==> src/rdag_consts.svh <==
// Constants of the remote-terminal DMA address generator
// ============================================================
`ifndef RDAG_CONSTS_SVH
`define RDAG_CONSTS_SVH

// ============================================================
// Register byte offsets
`define RDAG_OFS_CTRL 4'h0
`define RDAG_OFS_STATUS 4'h4
`define RDAG_OFS_COUNT 4'h8
`define RDAG_OFS_CMD 4'hC

// ============================================================
// Field positions
`define RDAG_CW_RT_HI 15
`define RDAG_CW_RT_LO 11
`define RDAG_CW_TR 10
`define RDAG_CW_SA_HI 9
`define RDAG_CW_SA_LO 5
`define RDAG_CW_WC_HI 4
`define RDAG_CW_WC_LO 0
`define RDAG_CTRL_OVR 0
`define RDAG_CTRL_WID 1
`define RDAG_ST_ACTIVE 16
`define RDAG_ST_OE 17
`define RDAG_CNT_BYTE 16

// ============================================================
// Codes and reset values
`define RDAG_BCAST_ADDR 5'h1F
`define RDAG_MODE_SA_LO 5'h00
`define RDAG_MODE_SA_HI 5'h1F
`define RDAG_CTRL_RST 2'h0
`define RDAG_FIELD_RST 5'h00
`define RDAG_ADDR_RST 14'h0041

`endif

==> src/rdag_pkg.sv <==
// Types of the remote-terminal DMA address generator
`default_nettype none
package rdag_pkg;
    // Command sequencing states
    typedef enum logic [1:0] {
        RDAG_IDLE = 2'b00,
        RDAG_LATCH = 2'b01,
        RDAG_ACTIVE = 2'b10
    } rdag_state_t;
endpackage
`default_nettype wire

==> src/rdag_address_gen.sv <==
// Address generator for the parallel DMA side of a remote terminal
//
// Chosen here: register access over Avalon-MM and the register addresses.
`include "rdag_consts.svh"
`default_nettype none
module rdag_address_gen
    import rdag_pkg::*;
(
    input wire logic clk, // 125 MHz clock
    input wire logic resetn, // Async reset, active low
    // Avalon-MM slave
    input wire logic [3:0] avsAddress, // Byte address
    input wire logic avsRead, // Read request
    input wire logic avsWrite, // Write request
    input wire logic [3:0] avsByteenable, // Byte lanes
    input wire logic [31:0] avsWritedata, // Write data
    output logic [31:0] avsReaddata, // Read data
    output logic avsWaitrequest, // Stall
    // Terminal side
    input wire logic commandAcceptEvent, // Pulse: command word received
    input wire logic [15:0] commandWordIn, // Received command word
    input wire logic [4:0] terminalAddressIn, // Own terminal address
    input wire logic terminalAddressParityIn, // Address parity
    input wire logic commandPhase, // Command word on parallel bus
    input wire logic transferStrobe, // Pulse: one bus cycle done
    input wire logic handshakeTimeout, // Pulse: grant never came
    input wire logic messageDone, // Pulse: message complete
    input wire logic busWidthSelect, // 0 16-bit, 1 8-bit
    input wire logic addressDriveEnableN, // High lets lines float unless ack is low
    input wire logic transferAckN, // Transfer ack, active low
    input wire logic chipSelectInN, // Chip select from handshake
    input wire logic directionIn, // Direction from handshake
    output logic commandActive, // Command in progress
    output logic commandActiveAltN, // Same, active low
    output logic broadcastFlagOut, // Broadcast flag line
    output logic transmitFlagOut, // Transmit flag line
    output logic [4:0] subaddressOut, // Subaddress lines
    output logic commandTransferN, // Command-transfer strobe
    output logic [4:0] wordCountOut, // Word-count lines
    output logic byteSelectOut, // Byte select line
    output logic chipSelectN, // Chip select out
    output logic transferDirectionOut, // Direction out
    output logic addressOe // Drive enable of all lines above
);

    // ============================================================
    // Command decode
    logic [4:0] cwAddr;
    logic isBroadcast;
    logic isOwn;
    logic accept;

    assign cwAddr = commandWordIn[`RDAG_CW_RT_HI:`RDAG_CW_RT_LO];
    // All-ones address is broadcast
    assign isBroadcast = (cwAddr == `RDAG_BCAST_ADDR);
    // Own address only with a sound parity strap
    assign isOwn = (cwAddr == terminalAddressIn) && ^{terminalAddressIn, terminalAddressParityIn};

    // ============================================================
    // Command state and latched fields
    rdag_state_t state_q;
    rdag_state_t state_d;
    logic bcast_q;
    logic bcast_d;
    logic xmit_q;
    logic xmit_d;
    logic [4:0] subaddr_q;
    logic [4:0] subaddr_d;
    logic [4:0] wcField_q;
    logic [4:0] wcField_d;
    logic [15:0] cmdWord_q;
    logic [15:0] cmdWord_d;
    logic active_q;
    logic active_d;
    logic isMode;

    // A new command is taken only between messages
    assign accept = commandAcceptEvent && (state_q == RDAG_IDLE) && (isBroadcast || isOwn);
    assign isMode = (subaddr_q == `RDAG_MODE_SA_LO) || (subaddr_q == `RDAG_MODE_SA_HI);

    // Next command state; fields latch on the accept itself
    always_comb begin
        state_d = state_q;
        bcast_d = bcast_q;
        xmit_d = xmit_q;
        subaddr_d = subaddr_q;
        wcField_d = wcField_q;
        cmdWord_d = cmdWord_q;
        unique case (state_q)
            RDAG_IDLE: begin
                if (accept) begin
                    state_d = RDAG_LATCH;
                    bcast_d = isBroadcast;
                    xmit_d = commandWordIn[`RDAG_CW_TR];
                    subaddr_d = commandWordIn[`RDAG_CW_SA_HI:`RDAG_CW_SA_LO];
                    wcField_d = commandWordIn[`RDAG_CW_WC_HI:`RDAG_CW_WC_LO];
                    cmdWord_d = commandWordIn;
                end
            end
            // One cycle for the latched lines to settle first
            RDAG_LATCH: begin
                state_d = RDAG_ACTIVE;
            end
            RDAG_ACTIVE: begin
                if (messageDone) begin
                    state_d = RDAG_IDLE;
                end
            end
            default: begin
                state_d = RDAG_IDLE;
            end
        endcase
        // Visible flag rises one edge after the state, falls at the same edge as it
        active_d = (state_q == RDAG_ACTIVE) && !messageDone;
    end

    // Command state registers
    always_ff @(posedge clk or negedge resetn) begin
        if (!resetn) begin
            state_q <= RDAG_IDLE;
            bcast_q <= 1'b0;
            xmit_q <= 1'b0;
            subaddr_q <= `RDAG_FIELD_RST;
            wcField_q <= `RDAG_FIELD_RST;
            cmdWord_q <= 16'h0000;
            active_q <= 1'b0;
        end else begin
            state_q <= state_d;
            bcast_q <= bcast_d;
            xmit_q <= xmit_d;
            subaddr_q <= subaddr_d;
            wcField_q <= wcField_d;
            cmdWord_q <= cmdWord_d;
            active_q <= active_d;
        end
    end

    // ============================================================
    // Current word counter and byte phase
    logic [4:0] count_q;
    logic [4:0] count_d;
    logic byteHi_q;
    logic byteHi_d;
    logic [1:0] ctrl_q;
    logic [1:0] ctrl_d;
    logic eightBit;
    logic running;

    // Software may override the width strap
    assign eightBit = ctrl_q[`RDAG_CTRL_OVR] ? ctrl_q[`RDAG_CTRL_WID] : busWidthSelect;
    assign running = (state_q == RDAG_ACTIVE);

    // Count data words; a lost handshake still uses up a slot
    always_comb begin
        count_d = count_q;
        byteHi_d = byteHi_q;
        if (state_q == RDAG_LATCH) begin
            count_d = 5'h00;
            byteHi_d = 1'b1;
        end else if (!running) begin
            byteHi_d = 1'b1;
        end else if (handshakeTimeout) begin
            count_d = count_q + 5'h01;
            byteHi_d = 1'b1;
        end else if (transferStrobe) begin
            if (eightBit && byteHi_q) begin
                byteHi_d = 1'b0;
            end else begin
                byteHi_d = 1'b1;
                if (!commandPhase && !isMode) begin
                    count_d = count_q + 5'h01;
                end
            end
        end
    end

    // Counter registers
    always_ff @(posedge clk or negedge resetn) begin
        if (!resetn) begin
            count_q <= 5'h00;
            byteHi_q <= 1'b1;
        end else begin
            count_q <= count_d;
            byteHi_q <= byteHi_d;
        end
    end

    // ============================================================
    // Address lines and three-state control
    logic cmdXfer;
    logic [4:0] wcLines;
    logic [13:0] addr_q;
    logic [13:0] addr_d;
    logic oe_q;
    logic oe_d;
    logic cs_q;
    logic cs_d;
    logic dir_q;
    logic dir_d;

    assign cmdXfer = running && commandPhase;

    // Word-count multiplexer, then the whole address word
    always_comb begin
        if (cmdXfer) begin
            wcLines = isMode ? wcField_q : 5'h00;
        end else if (running && !isMode) begin
            wcLines = count_q;
        end else begin
            wcLines = wcField_q;
        end
        // Strobe high on a data word puts a mode word 64 higher
        addr_d = {bcast_q, xmit_q, subaddr_q, !cmdXfer, wcLines,
                  eightBit ? byteHi_q : 1'b1};
        oe_d = !(addressDriveEnableN && transferAckN);
        cs_d = chipSelectInN;
        dir_d = directionIn;
    end

    // Output registers keep the pins glitch free
    always_ff @(posedge clk or negedge resetn) begin
        if (!resetn) begin
            addr_q <= `RDAG_ADDR_RST;
            oe_q <= 1'b0;
            cs_q <= 1'b1;
            dir_q <= 1'b0;
        end else begin
            addr_q <= addr_d;
            oe_q <= oe_d;
            cs_q <= cs_d;
            dir_q <= dir_d;
        end
    end

    assign broadcastFlagOut = addr_q[13];
    assign transmitFlagOut = addr_q[12];
    assign subaddressOut = addr_q[11:7];
    assign commandTransferN = addr_q[6];
    assign wordCountOut = addr_q[5:1];
    assign byteSelectOut = addr_q[0];
    assign chipSelectN = cs_q;
    assign transferDirectionOut = dir_q;
    assign addressOe = oe_q;
    assign commandActive = active_q;
    assign commandActiveAltN = !active_q;

    // ============================================================
    // Avalon-MM slave: every access waits exactly one cycle
    logic ack_q;
    logic ack_d;
    logic [31:0] rdata_q;
    logic [31:0] rdata_d;
    logic request;

    assign request = avsRead || avsWrite;
    assign avsWaitrequest = request && !ack_q;
    assign avsReaddata = rdata_q;

    // Read data is built in the wait cycle so it stands at the answer edge
    always_comb begin
        ack_d = request && !ack_q;
        rdata_d = rdata_q;
        ctrl_d = ctrl_q;
        if (avsRead && !ack_q) begin
            rdata_d = 32'h00000000;
            unique case (avsAddress)
                `RDAG_OFS_CTRL: begin
                    rdata_d[1:0] = ctrl_q;
                end
                `RDAG_OFS_STATUS: begin
                    rdata_d[13:0] = addr_q;
                    rdata_d[`RDAG_ST_ACTIVE] = active_q;
                    rdata_d[`RDAG_ST_OE] = oe_q;
                end
                `RDAG_OFS_COUNT: begin
                    rdata_d[4:0] = count_q;
                    rdata_d[12:8] = wcField_q;
                    rdata_d[`RDAG_CNT_BYTE] = byteHi_q;
                end
                `RDAG_OFS_CMD: begin
                    rdata_d[15:0] = cmdWord_q;
                end
                default: begin
                    rdata_d = 32'h00000000;
                end
            endcase
        end
        // Writes land at the answer edge, one edge after the wait ends
        if (avsWrite && ack_q && avsByteenable[0] && avsAddress == `RDAG_OFS_CTRL) begin
            ctrl_d = avsWritedata[1:0];
        end
    end

    // Bus registers
    always_ff @(posedge clk or negedge resetn) begin
        if (!resetn) begin
            ack_q <= 1'b0;
            rdata_q <= 32'h00000000;
            ctrl_q <= `RDAG_CTRL_RST;
        end else begin
            ack_q <= ack_d;
            rdata_q <= rdata_d;
            ctrl_q <= ctrl_d;
        end
    end

endmodule
`default_nettype wire

==> config.mk <==
export PLATFORM = sky130hd
export DESIGN_NAME = rdag_address_gen
export DESIGN_NICKNAME = d
export VERILOG_FILES = /design/src/rdag_pkg.sv /design/src/rdag_address_gen.sv
export VERILOG_INCLUDE_DIRS = /design/src /design/src/src
export SDC_FILE = /design/constraint.sdc
export NUM_CORES = 1
export LEC_CHECK = 0
export BUFFER_PORTS_ARGS = -buffer_cell sky130_fd_sc_hd__buf_4
export CORE_UTILIZATION = 35
export DETAILED_ROUTE_END_ITERATION = 10
export GPL_ROUTABILITY_DRIVEN = 0
export PLACE_DENSITY = 0.57
export SLEW_MARGIN = 40
export SYNTH_ARGS = -nofsm -noshare
export SYNTH_HDL_FRONTEND = slang
export SYNTH_SLANG_ARGS = --single-unit
==> constraint.sdc <==
create_clock -name clk -period 2.5 [get_ports clk]
set_input_delay 0.125 -clock clk [delete_from_list [all_inputs] [get_ports clk]]
set_output_delay 0.125 -clock clk [all_outputs]
set_load 0.03 [all_outputs]
==> results of run 1 <==
## cell families (layout without fill, tap and decap cells)
kind of cell	after synthesis	count (layout)	share of synthesized area (%)
other	1	14	0.121
XOR/XNOR	9	9	3.28
flip-flops	64	64	52.0
adder cells (fa/ha/maj)	6	6	2.43
multiplexers	29	29	11.7
buffers and inverters	31	121	5.71
AND/OR/NAND/NOR	79	79	12.5
AO/OA/AOI/OAI	59	59	12.2
## critical path, cell delays in order, from the launching register on
cell and delay, ps:
dfrtp_1 390, inv_1 140, ha_1 240, nand2_1 90, nor3_1 360, a31oi_4 210
a21oi_2 290, mux2_2 350
## routing by layer
| layer | GRT usage, % | vias up |
|---|---|---|
| met4 | 4.98 | 0 |
| met3 | 4.90 | 7 |
| met2 | 24.8 | 71 |
| li1 | - | 1129 |
| met1 | 23.0 | 1090 |
| met5 | 0 | - |
## stage by stage
stage	setup slack (ps)	hold WS [ps]	instance area (µm²)	total power (µW)
final	315	8.85	4110	3910
after global routing	164	0.505	4110	4170
after CTS	278	0.0475	4030	3930
after detailed placement	286	235	3730	2990
after global placement	334	237	3730	2980
after floorplan	678	-171	3140	2500
## sequential cells by signal, indices dropped and copies added (netlist names)
register              count
subaddr_q                 4
addr_q                   14
cmdWord_q                 8
commandActive             1
ack_q                     1
wcField_q                 4
count_q                   5
avsReaddata              18
byteHi_q                  1
transferDirectionOut      1
chipSelectN               1
addressOe                 1
state_q                   2
bcast_q                   1
ctrl_q                    2
## final timing paths
path | slack, ps | to | start
max | 320 | state_q[0]$_DFFE_PN0P_ | state_q[0]$_DFFE_PN0P_
min | 9 | subaddr_q[3]$_DFFE_PN0P_ | commandWordIn[8]
max reg2reg | 320 | state_q[0]$_DFFE_PN0P_ | state_q[0]$_DFFE_PN0P_
min reg2reg | 390 | addr_q[13]$_DFF_PN0_ | bcast_q$_DFFE_PN0P_
max in group asynchronous | 1740 | addr_q[13]$_DFF_PN0_ | resetn
min in group asynchronous | 340 | commandActive$_DFF_PN0_ | resetn
## area by class of cell
type | instances | area (µm²)
clock buffers | 11 | 151
multi-input cells | 196 | 1360
fillers | 787 | 4270
clock inverters | 5 | 55.1
flip-flops and latches | 64 | 1610
repair buffers | 98 | 782
well taps | 105 | 131
inverters | 7 | 26.3
## cells in the mapped netlist, types with 2 or more instances
master	n
dfrtp_1	60
nand2_1	38
o21ai_0	32
mux2_2	18
buf_4	14
a22o_1	11
mux2_4	10
nand2b_1	10
nor2_1	10
clkbuf_1	8
inv_1	7
ha_1	6
nor2b_1	6
a21oi_1	5
xor2_1	5
a22oi_1	4
and3_1	4
dfstp_2	4
a211oi_1	2
nand3_1	2
nor4_2	2
xnor2_1	2
## repair_timing
item | in CTS | in global routing
hold buffers | 9 | 8
setup endpoints to repair | 0 | 0
hold endpoints to repair | 67 | 8
## where the power goes
group | switching, µW | internal, µW
Combinational | 739 | 640
Sequential | 268 | 1340
Clock | 410 | 511
Total | 1420 | 2500
==> results.txt, run 1 <==
DRC Markers - 0
Post-DRT Antenna Nets - 0
placed cell count - 453
CP endpoint kind - register
Core Util, Final - 49.0%
nets - 458
Final Skew - 9.95 ps
status - finished clean
warnings from Yosys - 0
Initial Utilization - 36.9%
number of global-route vias before repair - 2166
Synth Instances - 278
Layout Area Growth over Synthesis - 32.9%
H-tree depth - 3
crit share post-route - 87.4%
Relative slew margins - 49.8%
initial antenna violation count - 0
WL met1 - 3290 µm
GR Overflow Total - 0
largest cells by area after synthesis - dfrtp_1, mux2_2, o21ai_0
post-CTS setup repair buffer count - 0
Die Area - 0.00921 mm²
leading cell types in the layout, fill and taps excluded - buf_4, dfrtp_1, nand2_1
Worst EP arrival - 2420 ps
worst hold stages - 2
CORE AREA - 0.00838 mm²
routed wl met3 - 383 µm
share of layout cells above drive strength 1 - 35.7%
Synth Flop Type - dfrtp_1
Worst-path clk slew - 70 ps
Yosys cell types - 40
count of final setup violators - 0
synthesis-stage register bit count - 64
GRT Util Overall - 16.5%
Post-synth ARST share - 100%
max_cap viols - 0
die width - 96.0 µm
Via Count - 2297
initial DRC count - 133
Post-CTS Resized - 0
Post-synth EDFFs - 0
pin count of the biggest net entering global routing - 65
Fmax - 458 MHz
global-route wire length before repair - 11300 µm
post-layout min period - 2180 ps
Crit Path Category - register to register
min-delay worst type - input pin to register
clk sinks - 64
RSZ-0062 raised after global routing - no
Avg Cell Area, Syn - 11.1 µm²
CTS tree - done
Max FO, Critical Path - 17
Max Used Layer - met4
CTS buffer count - 9
final hold viol count - 0
Root Buffer - clkbuf_8
WL/cell - 14.6 µm
# IOs - 128
Skew-Pair Late Insertion Delay - 350 ps
Antenna diodes - 0
cell row count - 33
commonest non-fill, non-tap cell in the layout - buf_4
iteration count of the initial detailed-routing pass - 4
Sum Neg Setup Slack - 0 ps
Post-Layout Cell Count - 486
required time of the critical path - 2730 ps
Max VDD drop - 0.000489 V
fin. max-slew vios - 0
PwrDens - 952 mW/mm²
Clock Tree Buf Depth - 2
Mapped Area - 0.00309 mm²
top cell type by total area after synthesis - dfrtp_1
post-DP HPWL - 5120 µm
I/O Buffers - 80
vias per cell - 4.73
CP Launch Type - register
Leakage - 0.00198 µW
worst r2r path cells - 7
Synth top area share - 48.6%
routed wl met2 - 3330 µm
Worst-Margin Slew - 746 ps
final wirelength - 7090 µm
sequential-to-total area share from yosys stat - 52.0%
Die Y - 96.0 µm
No activity file was read; power rests on OpenSTA's default activity.
==> run 2, diff against run 1 <==
ABC_AREA = 1   (was unset)
CORE_MARGIN = 10   (was unset)
CTS_BUF_LIST = sky130_fd_sc_hd__clkbuf_2 sky130_fd_sc_hd__clkbuf_4 sky130_fd_sc_hd__clkbuf_8   (was unset)
==> run 2 against run 1 <==
Compared with the run above:
- critical path depth rose by 6
- combinational power hardly changed
- setup slack improved by 290 ps
- clock skew about the same
==> results.txt, run 2 <==
largest cells by area after synthesis - dfrtp_1, nand2_1, inv_1
pin count of the biggest net entering global routing - 65
Die Y - 115 µm
worst hold stages - 3
Fmax - 528 MHz
RSZ-0062 raised after global routing - no
min-delay worst type - input pin to register
Critical path origin - state_q[0]$_DFFE_PN0P_
post-DP HPWL - 6480 µm
Post-synth EDFFs - 0
initial antenna violation count - 0
Skew-Pair Late Insertion Delay - 350 ps
Post-Layout Cell Count - 588
Layout Area Growth over Synthesis - 33.4%
final hold viol count - 0
cell row count - 34
warnings from Yosys - 0
Avg Cell Area, Syn - 8.48 µm²
iteration count of the initial detailed-routing pass - 4
CP Launch Type - register
Clock Tree Buf Depth - 2
Antenna diodes - 0
Synth Flop Type - dfrtp_1
Mapped Area - 0.00316 mm²
DRC Markers - 0
Worst-Margin Slew - 602 ps
Post-CTS Resized - 0
CTS buffer count - 9
CTS tree - done
Max FO, Critical Path - 7
Crit Path Category - register to register
# IOs - 128
Yosys cell types - 36
Max VDD drop - 0.000281 V
GR Overflow Total - 0
clk sinks - 64
H-tree depth - 3
Initial Utilization - 36.1%
CORE AREA - 0.00876 mm²
vias per cell - 4.53
most common cell in the synthesized netlist - nand2_1
status - finished clean
Worst-path clk slew - 70 ps
top cell type by total area after synthesis - dfrtp_1
GRT Util Overall - 12.7%
Root Buffer - clkbuf_8
commonest non-fill, non-tap cell in the layout - nand2_1
sequential-to-total area share from yosys stat - 50.8%
count of final setup violators - 0
Largest register FFs - 18
Worst Setup EP - state_q[1]$_DFFE_PN0P_
most frequent cells after synthesis - nand2_1, dfrtp_1, inv_1
crit share post-route - 75.7%
leading cell types in the layout, fill and taps excluded - nand2_1, buf_4, dfrtp_1
global-route wire length before repair - 13500 µm
placed cell count - 554
CP endpoint kind - register
Final Cell Area - 0.00422 mm²
Worst EP arrival - 2130 ps
number of global-route vias before repair - 2719
fin. max-slew vios - 0
required time of the critical path - 2740 ps
final wirelength - 8260 µm
Final Skew - 9.88 ps
Via Count - 2666
Leakage - 0.00217 µW
initial DRC count - 185
Synth Instances - 373
placed inst area - 0.00380 mm²
reg-to-reg critical path startpoint - state_q[0]$_DFFE_PN0P_
synthesis-stage register bit count - 64
PwrDens - 974 mW/mm²
Post-DRT Antenna Nets - 0
Synth top area share - 47.4%
I/O Buffers - 80
WL/cell - 14.0 µm
Die Area - 0.0132 mm²
die width - 115 µm
Relative slew margins - 59.8%
flop-to-flop setup slack - 610 ps
Reg2Reg Capture Point - state_q[1]$_DFFE_PN0P_
max_cap viols - 0
worst r2r path cells - 13
share of layout cells above drive strength 1 - 24.0%
Post-synth ARST share - 100%
Sum Neg Setup Slack - 0 ps
post-layout min period - 1890 ps
nets - 557
==> run 2: metrics by stage <==
stage,setup slack (ps),total power [µW],util (%),hold WS (ps)
2_1_floorplan,877,2490,-,-171
3_3_place_gp,625,3040,43.3,234
3_5_place_dp,569,3060,43.3,235
4_1_cts,547,4160,48.1,2.47
5_1_grt,386,4380,48.2,18.8
6_report,607,4110,48.2,21.8
==> run 2: cell families after synthesis <==
| group | share of synthesized area [%] |
|---|---|
| AO/OA/AOI/OAI | 11.4 |
| other | 0.119 |
| flip-flops | 50.8 |
| XOR/XNOR | 1.11 |
| adder cells (fa/ha/maj) | 2.37 |
| buffers and inverters | 10.1 |
| multiplexers | 0.356 |
| AND/OR/NAND/NOR | 23.7 |
==> run 2: layer usage <==
layer	up-vias	routed length, µm	track usage (%)
li1	1389	-	-
met1	1200	3780	16.3
met2	65	3860	19.8
met3	12	479	3.02
met4	0	148	5.69
met5	-	0	0
==> run 2: worst min-delay path by stage <==
stage	from	to	slack, ps
after floorplan	resetn	ack_q$_DFF_PN0_	-170
after global placement	chipSelectInN	chipSelectN$_DFF_PN1_	230
after CTS	avsWritedata[1]	ctrl_q[1]$_DFFE_PN0P_	2
after detailed placement	chipSelectInN	chipSelectN$_DFF_PN1_	240
final	commandWordIn[14]	cmdWord_q[14]$_DFFE_PN0P_	20
after global routing	avsWritedata[1]	ctrl_q[1]$_DFFE_PN0P_	20
==> run 2: critical path: stages (launching register included) <==
cell	delay, ps
dfrtp_1	400
inv_1	130
ha_1	230
nand2_1	70
inv_1	70
nand2_1	50
nor2_1	90
nand2_1	90
nor2_4	100
nand3_4	130
nand3_1	190
nand2_1	100
nand2_1	70
nand2_1	40
==> run 2: power by group <==
part | switching (µW) | leakage (µW) | internal (µW)
Combinational | 894 | 0.00126 | 511
Sequential | 271 | 0.000789 | 1370
Clock | 401 | 0.000120 | 670
Total | 1570 | 0.00217 | 2550
==> run 2: repair_timing <==
action                                 CTS  global route
hold buffers                            18             0
setup buffers                            0             0
endpoints found under the hold margin   76             0
==> run 2: layout make-up <==
| class | count | area [µm²] |
|---|---|---|
| fillers | 853 | 4540 |
| flip-flops and latches | 64 | 1610 |
| well taps | 108 | 135 |
| clock buffers | 10 | 131 |
| clock inverters | 6 | 108 |
| inverters | 43 | 161 |
| multi-input cells | 258 | 1290 |
| repair buffers | 99 | 792 |
